File: config.mk
export PLATFORM = sky130hd
export DESIGN_NAME = frontend_diag_config_regs
export DESIGN_NICKNAME = d
export VERILOG_FILES = /design/src/frontend_diag_pkg.sv /design/src/reg_access_if.sv /design/src/ahb_reg_port.sv /design/src/fault_qualifier.sv /design/src/frontend_diag_config_regs.sv
export SDC_FILE = /design/constraint.sdc
export NUM_CORES = 1
export LEC_CHECK = 0
export BUFFER_PORTS_ARGS = -buffer_cell sky130_fd_sc_hd__buf_2
export CAP_MARGIN = 20
export CORE_MARGIN = 8
export CORE_UTILIZATION = 44
export CTS_CLUSTER_DIAMETER = 50
export DETAILED_ROUTE_END_ITERATION = 12
export HOLD_SLACK_MARGIN = 0.12
export PLACE_DENSITY = 0.71
export SYNTH_ARGS = -nofsm -noshare
export SYNTH_HDL_FRONTEND = slang
export SYNTH_SLANG_ARGS = --single-unit
File: constraint.sdc
create_clock -name ref_clk -period 2.2 [get_ports ref_clk]
set_input_delay 0.44 -clock ref_clk [delete_from_list [all_inputs] [get_ports ref_clk]]
set_output_delay 0.44 -clock ref_clk [all_outputs]
set_load 0.05 [all_outputs]
File: src/frontend_diag_pkg.sv
// Constants shared by the front-end diagnostics configuration block
// Behaviour
// - One format bit picks differential or single-ended temperature mux output; upper bits unused.
// - Global diagnostics enable bit: one turns checking on, zero off; bits 1-7 unused.
// - Memory lock bit: locked refuses memory access, unlocked allows it.
// - Three-bit code picks undervoltage 5 to 30 percent, overvoltage 95 to 70 percent.
// - Bit five disables resistor checks on the pressure sense pins.
// - Bit six disables resistor checks on temperature sense pins; bit seven unused.
// - Input detector enables: pressure over bit 0, under bit 1, temperature over bit 2.
// - Output detector enables: pressure over 4, under 5, temperature over 6, under 7.
// - Width select one gives 24-bit compensation data, zero gives 16-bit.
package frontend_diag_pkg;

   // ==========================================================================
   // Register indices; byte address is four times the index
   localparam logic [31:0] TEMP_PATH_FORMAT_IDX = 32'h4000003A;
   localparam logic [31:0] FAULT_CHECK_CONTROL_IDX = 32'h40000056;
   localparam logic [31:0] NVM_LOCK_CONTROL_IDX = 32'h40000057;
   localparam logic [31:0] FRONTEND_FAULT_CONFIG_IDX = 32'h40000058;
   localparam logic [31:0] FRONTEND_FAULT_ENABLES_IDX = 32'h40000059;
   localparam logic [31:0] CONVERSION_WIDTH_SELECT_IDX = 32'h40000068;
   localparam logic [31:0] EVENT_STATUS_IDX = 32'h40000070;
   localparam logic [31:0] EVENT_MASK_IDX = 32'h40000071;

   // ==========================================================================
   // Reset values
   localparam logic [7:0] TEMP_PATH_FORMAT_RST = 8'h00;
   localparam logic [7:0] FAULT_CHECK_CONTROL_RST = 8'h00;
   localparam logic [7:0] NVM_LOCK_CONTROL_RST = 8'h00;
   localparam logic [7:0] FRONTEND_FAULT_CONFIG_RST = 8'h00;
   localparam logic [7:0] FRONTEND_FAULT_ENABLES_RST = 8'h00;
   localparam logic [7:0] CONVERSION_WIDTH_SELECT_RST = 8'h01;
   localparam logic [7:0] EVENT_MASK_RST = 8'h00;

   // ==========================================================================
   // Writable bits of each register; the rest read as zero
   localparam logic [7:0] ONE_BIT_MASK = 8'h01;
   localparam logic [7:0] FAULT_CONFIG_MASK = 8'h7F;
   localparam logic [7:0] FAULT_ENABLES_MASK = 8'hF7;

   // ==========================================================================
   // Field positions
   localparam int PULLDOWN_SEL_LO_POS = 0;
   localparam int PULLDOWN_SEL_HI_POS = 1;
   localparam int WINDOW_LEVEL_LSB = 2;
   localparam int PRESSURE_RCHECK_OFF_POS = 5;
   localparam int TEMP_RCHECK_OFF_POS = 6;
   localparam int NVM_REFUSED_EVENT_POS = 3;
   localparam int FAULT_COUNT = 8;

   // ==========================================================================
   // Undervoltage limit in tenths of a percent of bridge supply
   localparam logic [9:0] LIMIT_FULL_SCALE = 10'h3E8;
   localparam logic [9:0] UNDER_LIMIT_TABLE [8] = '{
      10'h032, 10'h04B, 10'h064, 10'h07D, 10'h096, 10'h0C8, 10'h0FA, 10'h12C};

   // Pull-down strength in megaohms, indexed by {hi, lo}
   localparam logic [2:0] PULLDOWN_TABLE [4] = '{3'h4, 3'h2, 3'h3, 3'h1};

   // ==========================================================================
   // Bus slave states
   typedef enum logic [1:0] {BUS_IDLE, BUS_WRITE, BUS_READ_WAIT, BUS_READ_DONE} bus_state_t;

endpackage

File: src/reg_access_if.sv
// Register strobe bundle between the bus slave and the register file
`timescale 1ns/1ps
`default_nettype none
interface reg_access_if;
   logic wr;
   logic rd;
   logic [29:0] index;
   logic [31:0] wdata;
   logic [31:0] rdata;
   modport bus (output wr, output rd, output index, output wdata, input rdata);
   modport regs (input wr, input rd, input index, input wdata, output rdata);
endinterface
`default_nettype wire

File: src/ahb_reg_port.sv
// AHB-Lite slave that turns bus transfers into register strobes
`timescale 1ns/1ps
`default_nettype none
module ahb_reg_port
   import frontend_diag_pkg::*;
(
   input wire logic ref_clk,
   input wire logic reset,
   input wire logic hsel,
   input wire logic [31:0] haddr,
   input wire logic [1:0] htrans,
   input wire logic [2:0] hsize,
   input wire logic hwrite,
   input wire logic [31:0] hwdata,
   input wire logic hready,
   output logic hreadyout,
   output logic [31:0] hrdata,
   output logic hresp,
   reg_access_if.bus regPort
);
   import frontend_diag_pkg::*;

   bus_state_t state;
   logic [29:0] addrIndex;
   logic accept;

   // ==========================================================================
   // Only whole-word transfers are taken; others complete with no effect
   assign accept = hsel && htrans[1] && hready && (hsize == 3'h2) && (state != BUS_READ_WAIT);

   always_ff @(posedge ref_clk) begin
      if (reset) begin
         state <= BUS_IDLE;
         addrIndex <= '0;
      end else if (accept) begin
         state <= hwrite ? BUS_WRITE : BUS_READ_WAIT;
         addrIndex <= haddr[31:2];
      end else begin
         unique case (state)
            BUS_IDLE: state <= BUS_IDLE;
            BUS_WRITE: state <= BUS_IDLE;
            BUS_READ_WAIT: state <= BUS_READ_DONE;
            BUS_READ_DONE: state <= BUS_IDLE;
         endcase
      end
   end

   // One wait state on reads so the data reflects a write just before it
   always_ff @(posedge ref_clk) begin
      if (reset) begin
         hreadyout <= 1'b1;
         hrdata <= '0;
         hresp <= 1'b0;
      end else begin
         hreadyout <= !(accept && !hwrite);
         hresp <= 1'b0;
         if (state == BUS_READ_WAIT) begin
            hrdata <= regPort.rdata;
         end
      end
   end

   assign regPort.wr = (state == BUS_WRITE);
   assign regPort.rd = (state == BUS_READ_WAIT);
   assign regPort.index = addrIndex;
   assign regPort.wdata = hwdata;
endmodule
`default_nettype wire

File: src/fault_qualifier.sv
// Synchronises raw detector levels and gates them with their enables
`timescale 1ns/1ps
`default_nettype none
module fault_qualifier #(
   parameter int WIDTH = 8
) (
   input wire logic ref_clk,
   input wire logic reset,
   input wire logic [WIDTH-1:0] rawFault,
   input wire logic [WIDTH-1:0] detectorOn,
   input wire logic globalOn,
   output logic [WIDTH-1:0] faultFlags
);
   logic [WIDTH-1:0] syncStage1;
   logic [WIDTH-1:0] syncStage2;

   // ==========================================================================
   // Comparator outputs are asynchronous to this clock
   always_ff @(posedge ref_clk) begin
      if (reset) begin
         syncStage1 <= '0;
         syncStage2 <= '0;
      end else begin
         syncStage1 <= rawFault;
         syncStage2 <= syncStage1;
      end
   end

   generate
      for (genvar i = 0; i < WIDTH; i++) begin : g_gate
         always_ff @(posedge ref_clk) begin
            if (reset) begin
               faultFlags[i] <= 1'b0;
            end else begin
               faultFlags[i] <= syncStage2[i] && detectorOn[i] && globalOn;
            end
         end
      end
   endgenerate
endmodule
`default_nettype wire

File: src/frontend_diag_config_regs.sv
// Front-end diagnostics configuration registers with AHB-Lite access
`timescale 1ns/1ps
`default_nettype none
module frontend_diag_config_regs
   import frontend_diag_pkg::*;
(
   input wire logic ref_clk,
   input wire logic reset,
   input wire logic hsel,
   input wire logic [31:0] haddr,
   input wire logic [1:0] htrans,
   input wire logic [2:0] hsize,
   input wire logic hwrite,
   input wire logic [31:0] hwdata,
   input wire logic hready,
   output logic hreadyout,
   output logic [31:0] hrdata,
   output logic hresp,
   input wire logic [7:0] rawFault,
   input wire logic nvmAccessReq,
   output logic nvmAccessGrant,
   output logic temp_path_single_ended_sel,
   output logic fault_check_on,
   output logic nvmLocked,
   output logic [2:0] pulldownMegohm,
   output logic [9:0] sense_low_limit,
   output logic [9:0] sense_high_limit,
   output logic pressure_pin_rcheck_off,
   output logic temp_pin_rcheck_off,
   output logic [7:0] faultFlags,
   output logic wide_conversion_sel,
   output logic irq
);
   import frontend_diag_pkg::*;

   // ==========================================================================
   // Storage
   reg_access_if regBus ();

   logic [7:0] temp_path_format;
   logic [7:0] fault_check_control;
   logic [7:0] nvm_lock_control;
   logic [7:0] frontend_fault_config;
   logic [7:0] frontend_fault_enables;
   logic [7:0] conversion_width_select;
   logic [7:0] eventStatus;
   logic [7:0] eventMask;
   logic [7:0] qualifiedFault;
   logic nvmRefused;

   logic selTempFormat;
   logic selFaultCheck;
   logic selNvmLock;
   logic selFaultConfig;
   logic selFaultEnables;
   logic selWidth;
   logic selStatus;
   logic selMask;
   logic [7:0] wByte;
   logic [2:0] windowCode;
   logic [1:0] pulldownCode;
   logic [7:0] next_eventStatus;

   // ==========================================================================
   // Bus slave
   ahb_reg_port ahb_reg_port_inst (
      .ref_clk(ref_clk),
      .reset(reset),
      .hsel(hsel),
      .haddr(haddr),
      .htrans(htrans),
      .hsize(hsize),
      .hwrite(hwrite),
      .hwdata(hwdata),
      .hready(hready),
      .hreadyout(hreadyout),
      .hrdata(hrdata),
      .hresp(hresp),
      .regPort(regBus.bus)
   );

   // ==========================================================================
   // Address decode
   assign selTempFormat = (regBus.index == TEMP_PATH_FORMAT_IDX[29:0]);
   assign selFaultCheck = (regBus.index == FAULT_CHECK_CONTROL_IDX[29:0]);
   assign selNvmLock = (regBus.index == NVM_LOCK_CONTROL_IDX[29:0]);
   assign selFaultConfig = (regBus.index == FRONTEND_FAULT_CONFIG_IDX[29:0]);
   assign selFaultEnables = (regBus.index == FRONTEND_FAULT_ENABLES_IDX[29:0]);
   assign selWidth = (regBus.index == CONVERSION_WIDTH_SELECT_IDX[29:0]);
   assign selStatus = (regBus.index == EVENT_STATUS_IDX[29:0]);
   assign selMask = (regBus.index == EVENT_MASK_IDX[29:0]);
   assign wByte = regBus.wdata[7:0];

   // ==========================================================================
   // Configuration registers; unused bits are never stored
   always_ff @(posedge ref_clk) begin
      if (reset) begin
         temp_path_format <= TEMP_PATH_FORMAT_RST;
      end else if (regBus.wr && selTempFormat) begin
         temp_path_format <= wByte & ONE_BIT_MASK;
      end
   end

   always_ff @(posedge ref_clk) begin
      if (reset) begin
         fault_check_control <= FAULT_CHECK_CONTROL_RST;
      end else if (regBus.wr && selFaultCheck) begin
         fault_check_control <= wByte & ONE_BIT_MASK;
      end
   end

   always_ff @(posedge ref_clk) begin
      if (reset) begin
         nvm_lock_control <= NVM_LOCK_CONTROL_RST;
      end else if (regBus.wr && selNvmLock) begin
         nvm_lock_control <= wByte & ONE_BIT_MASK;
      end
   end

   always_ff @(posedge ref_clk) begin
      if (reset) begin
         frontend_fault_config <= FRONTEND_FAULT_CONFIG_RST;
      end else if (regBus.wr && selFaultConfig) begin
         frontend_fault_config <= wByte & FAULT_CONFIG_MASK;
      end
   end

   always_ff @(posedge ref_clk) begin
      if (reset) begin
         frontend_fault_enables <= FRONTEND_FAULT_ENABLES_RST;
      end else if (regBus.wr && selFaultEnables) begin
         frontend_fault_enables <= wByte & FAULT_ENABLES_MASK;
      end
   end

   always_ff @(posedge ref_clk) begin
      if (reset) begin
         conversion_width_select <= CONVERSION_WIDTH_SELECT_RST;
      end else if (regBus.wr && selWidth) begin
         conversion_width_select <= wByte & ONE_BIT_MASK;
      end
   end

   always_ff @(posedge ref_clk) begin
      if (reset) begin
         eventMask <= EVENT_MASK_RST;
      end else if (regBus.wr && selMask) begin
         eventMask <= wByte;
      end
   end

   // ==========================================================================
   // Read mux; unmapped addresses read zero
   always_comb begin
      regBus.rdata = '0;
      if (selTempFormat) begin
         regBus.rdata[7:0] = temp_path_format;
      end else if (selFaultCheck) begin
         regBus.rdata[7:0] = fault_check_control;
      end else if (selNvmLock) begin
         regBus.rdata[7:0] = nvm_lock_control;
      end else if (selFaultConfig) begin
         regBus.rdata[7:0] = frontend_fault_config;
      end else if (selFaultEnables) begin
         regBus.rdata[7:0] = frontend_fault_enables;
      end else if (selWidth) begin
         regBus.rdata[7:0] = conversion_width_select;
      end else if (selStatus) begin
         regBus.rdata[7:0] = eventStatus;
      end else if (selMask) begin
         regBus.rdata[7:0] = eventMask;
      end
   end

   // ==========================================================================
   // Detector qualification
   fault_qualifier #(
      .WIDTH(FAULT_COUNT)
   ) fault_qualifier_inst (
      .ref_clk(ref_clk),
      .reset(reset),
      .rawFault(rawFault),
      .detectorOn(frontend_fault_enables),
      .globalOn(fault_check_control[0]),
      .faultFlags(qualifiedFault)
   );

   // ==========================================================================
   // Memory access gate; request is a same-clock level
   assign nvmRefused = nvmAccessReq && nvm_lock_control[0];

   always_ff @(posedge ref_clk) begin
      if (reset) begin
         nvmAccessGrant <= 1'b0;
      end else begin
         nvmAccessGrant <= nvmAccessReq && !nvm_lock_control[0];
      end
   end

   // ==========================================================================
   // Sticky events; a new event in the clearing read's cycle survives
   always_comb begin
      next_eventStatus = eventStatus;
      if (regBus.rd && selStatus) begin
         next_eventStatus = '0;
      end
      next_eventStatus = next_eventStatus | qualifiedFault;
      next_eventStatus[NVM_REFUSED_EVENT_POS] = next_eventStatus[NVM_REFUSED_EVENT_POS] | nvmRefused;
   end

   always_ff @(posedge ref_clk) begin
      if (reset) begin
         eventStatus <= '0;
      end else begin
         eventStatus <= next_eventStatus;
      end
   end

   always_ff @(posedge ref_clk) begin
      if (reset) begin
         irq <= 1'b0;
      end else begin
         irq <= |(next_eventStatus & eventMask);
      end
   end

   // ==========================================================================
   // Decoded configuration outputs
   assign windowCode = frontend_fault_config[WINDOW_LEVEL_LSB +: 3];
   assign pulldownCode = {frontend_fault_config[PULLDOWN_SEL_HI_POS],
                          frontend_fault_config[PULLDOWN_SEL_LO_POS]};

   always_ff @(posedge ref_clk) begin
      if (reset) begin
         temp_path_single_ended_sel <= 1'b0;
         fault_check_on <= 1'b0;
         nvmLocked <= 1'b0;
         wide_conversion_sel <= 1'b1;
      end else begin
         temp_path_single_ended_sel <= temp_path_format[0];
         fault_check_on <= fault_check_control[0];
         nvmLocked <= nvm_lock_control[0];
         wide_conversion_sel <= conversion_width_select[0];
      end
   end

   // Limits are tenths of a percent so the half-percent codes stay exact
   always_ff @(posedge ref_clk) begin
      if (reset) begin
         sense_low_limit <= UNDER_LIMIT_TABLE[0];
         sense_high_limit <= LIMIT_FULL_SCALE - UNDER_LIMIT_TABLE[0];
      end else begin
         sense_low_limit <= UNDER_LIMIT_TABLE[windowCode];
         sense_high_limit <= LIMIT_FULL_SCALE - UNDER_LIMIT_TABLE[windowCode];
      end
   end

   always_ff @(posedge ref_clk) begin
      if (reset) begin
         pulldownMegohm <= PULLDOWN_TABLE[0];
         pressure_pin_rcheck_off <= 1'b0;
         temp_pin_rcheck_off <= 1'b0;
      end else begin
         pulldownMegohm <= PULLDOWN_TABLE[pulldownCode];
         pressure_pin_rcheck_off <= frontend_fault_config[PRESSURE_RCHECK_OFF_POS];
         temp_pin_rcheck_off <= frontend_fault_config[TEMP_RCHECK_OFF_POS];
      end
   end

   assign faultFlags = qualifiedFault;
endmodule
`default_nettype wire

==> impl_metrics.ini <==
[outcome]
status = finished clean

[die]
die_h_um = 123
io_pins = 156
die-area_um2 = 15100
rows = 39
core-area_um2 = 11300
start_util = 0.445
die_width_um = 123

[pwr]
peakVddDrop_mv = 0.482
p_leak_nw = 2.55
powerDensity_nw_per_um2 = 864

[yosys]
ys_warn_count = 0
synthSimpleGateAreaFrac = 0.227
async_reset_ff_frac = 0
synthXorXnorAreaFrac = 0.00695
synthMuxAreaShare = 0.0397
syn_inst = 566
yosys_register_bits = 125
synth-main-ff-cell = dfxtp_1
ys_seq_area_frac = 0.497
synth_top_family_by_area = simple AND/OR/NAND/NOR gates
synth-edff-count = 0
synth_area_um2 = 5040
syn_avg_cell_area_um2 = 8.90
synth-compound-area-share = 0.140
synthDistinctLibCells = 52
synthAdderAreaFrac = 0.0149

[global_route]
grt.total_usage = 0.168
overflow = 0
grt_pass1_wl_um = 20300
grt_pass1_vias = 4394
grt_max_degree = 55
antenna_found_initial = 0

[clock_tree]
root_buffer = clkbuf_16
cts_tree = done
cts.sinks = 125
clk_latency_ns = 0.40
cts-buffers-inserted = 17
holdBufCountCts = 0
clkTransAtPathRegs_ns = 0.05
cts.htree.levels = 4
cts.path.max_buffers = 2

[timing]
worst_pin_slew_ns = 0.736
skew_ns = 0.00737
max_freq_mhz = 466
finalHoldViolations = 0
rsz0062_at_grt = no
slew_headroom = 0.508
finalMaxSlewViolations = 0
fin_crit_ns = 2.14
setup_viol = 0
fin_crit_sh = 0.975

[setup_path]
cp-end-kind = flip-flop
crit_top_cell = or4_4
crit_chain = or4_4 -> buf_4 -> or4_4 -> nor4_4 -> buf_6 -> mux2i_1 -> nor2_1
critPathKind = flip-flop to flip-flop
reg2reg_to = frontend_fault_config[6]
crit_arrival_ns = 2.42
reg2reg_setup_slack_ns = 0.06
path_max_fanout = 5
cp_slowest_stage_delay_ns = 0.54
critPathBufInv = 2
start_kind = flip-flop
reg2reg_depth = 7
cp.required_ns = 2.47
crit_family = simple AND/OR/NAND/NOR gates
slowest_stage = or4_4
r2r_start = ahb_reg_port_inst.regPort.index[8]

[finish]
area_growth_pct = 26.2
nNetsFinal = 767
final_area_um2 = 6360
diodes = 0
drive_above_1_share = 0.249
postLayoutCoreUtil = 0.562

[place]
port_buffers = 100
placed_area_um2 = 5690
dp_hpwl_um = 9150
place.gp.congestion = 0.869

[routing]
postRouteAntennaNets = 0
via_per_inst = 5.11
post_drt_wl_per_cell_um = 15.1
dr.pass1.iters = 5
wl_um = 12600
vias = 4264
drt_iter0_markers = 347
drc = 0

[worst_hold_path]
hold_path_class = primary input to flip-flop
min-delay-start = rawFault[5]
worstHoldPathCells = 2
hold-path-endpoint = fault_qualifier_inst.syncStage1[5]

[flow_run]
cap_violations = 0
==> worst register-to-register path, cell delays in order, from the launching register on <==
cell and delay (ns):
dfxtp_1 0.31, or4_4 0.54, buf_4 0.15, or4_4 0.43, nor4_4 0.16, buf_6 0.17, mux2i_1 0.20, nor2_1 0.06
==> synthesized netlist by cell type (all sizes together), types with 2 or more instances <==
library cell  number  area, um^2
dfxtp            125        2500
nand2             90         338
a21oi             49         245
nor2              36         135
buf               31         221
o21ai             30         150
nor2b             26         163
clkbuf            25        93.8
mux2i             20         200
inv               16        60.1
nand2b            13        81.3
and3               9        56.3
a22oi              7        52.6
nand3              7        35.0
nor4               7        88.8
ha                 6        75.1
o21a               6        45.0
or2                6        37.5
a32oi              5        43.8
nand4              4        25.0
o22ai              4        25.0
or4                4        33.8
nor3b              3        22.5
o31ai              3        22.5
xnor2              3        26.3
a31oi              2        12.5
a32o               2        20.0
and3b              2        17.5
and4               2        17.5
nand4b             2        17.5
nor3               2        10.0
nor4b              2        17.5
nor4bb             2        20.0
or3                2        17.5
==> where the power goes <==
group	leakage, nW	switching (mW)	internal (mW)
Combinational	1.23	0.192	0.0665
Sequential	1.01	0.00589	2.28
Clock	0.309	0.966	1.98
Total	2.55	1.16	4.33
==> sequential cells by signal, indices dropped and copies added (netlist names), 2 cells and up <==
| signal | cells |
|---|---|
| ahb_reg_port_inst.regPort.index | 30 |
| sense_high_limit | 10 |
| ahb_reg_port_inst.hrdata | 8 |
| eventMask | 8 |
| eventStatus | 8 |
| sense_low_limit | 8 |
| fault_qualifier_inst.faultFlags | 7 |
| fault_qualifier_inst.syncStage1 | 7 |
| fault_qualifier_inst.syncStage2 | 7 |
| frontend_fault_config | 7 |
| frontend_fault_enables | 7 |
| pulldownMegohm | 3 |
| ahb_reg_port_inst.state | 2 |
==> kinds of logic after synthesis <==
logic type / count (synthesis)
buf+inv: 72
other cells: 1
compound gates: 118
flops: 125
mux: 20
fa+ha+maj: 6
simple gates: 220
xor+xnor: 4
==> stage by stage <==
stage                     setup WS [ns]  setup TNS [ns]  cells  total power [mW]  hold WS, ns
final                            0.0551               0    834              5.49        0.239
after global routing           0.000115               0    834              5.65        0.245
after floorplan                  0.0156               0    592              2.55        0.414
after CTS                       0.00161               0    833              5.53        0.230
after global placement          0.00924               0    801              2.59        0.416
after detailed placement        -0.0114         -0.0212    801              2.59        0.430
==> layout make-up <==
cell class,count,area [um^2]
Tap cell,143,179
Timing Repair Buffer,123,704
Sequential cell,125,2500
Multi-Input combinational cell,395,2280
Inverter,16,60.1
Fill cell,1025,4960
Clock buffer,21,470
Clock inverter,11,164
==> routing by layer <==
metal,vias up,share of wire,GRT usage
li1,2107,-,-
met1,1962,0.40,0.185
met2,172,0.51,0.297
met3,23,0.072,0.0324
met4,0,0.018,0.0963
met5,-,0,0
==> worst max-delay path by stage <==
stage / startpoint / end / depth (start not counted) / slack, ns
2_1_floorplan: ahb_reg_port_inst.regPort.index[8] / eventMask[7] / 5 / 0.02
3_3_place_gp: ahb_reg_port_inst.regPort.index[8] / nvm_lock_control[0] / 5 / 0.009
3_5_place_dp: ahb_reg_port_inst.regPort.index[8] / frontend_fault_config[6] / 7 / -0.01
4_1_cts: ahb_reg_port_inst.regPort.index[8] / frontend_fault_config[6] / 7 / 0.002
5_1_grt: ahb_reg_port_inst.regPort.index[8] / frontend_fault_config[6] / 7 / 0.0001
6_report: ahb_reg_port_inst.regPort.index[8] / frontend_fault_config[6] / 7 / 0.06
==> cells in the final DEF (no fill, tap or decap), types with 4 or more instances in the layout <==
cell type | netlist | routed
inv_1 | 16 | 16
nor4_1 | 4 | 4
a32oi_1 | 5 | 5
dfxtp_1 | 125 | 125
o21a_1 | 6 | 6
clkinv_2 | 0 | 4
ha_1 | 6 | 6
nor2_1 | 36 | 36
and3_1 | 9 | 9
o22ai_1 | 4 | 4
buf_4 | 28 | 21
clkbuf_16 | 0 | 17
a21oi_1 | 49 | 49
bufinv_16 | 0 | 4
a22oi_1 | 7 | 7
conb_1 | 1 | 27
buf_2 | 0 | 99
nand3_1 | 7 | 7
nor2b_1 | 26 | 26
mux2i_1 | 20 | 20
nand2b_1 | 13 | 13
nand4_1 | 4 | 4
or2_2 | 6 | 6
o21ai_0 | 29 | 28
nand2_1 | 90 | 90
==> what timing repair did <==
action,CTS,global route
pin swaps,0,1
setup buffers,0,1
resized for setup,2,4
endpoints found under the setup margin,2,11
(Power assumes the default switching activity.)
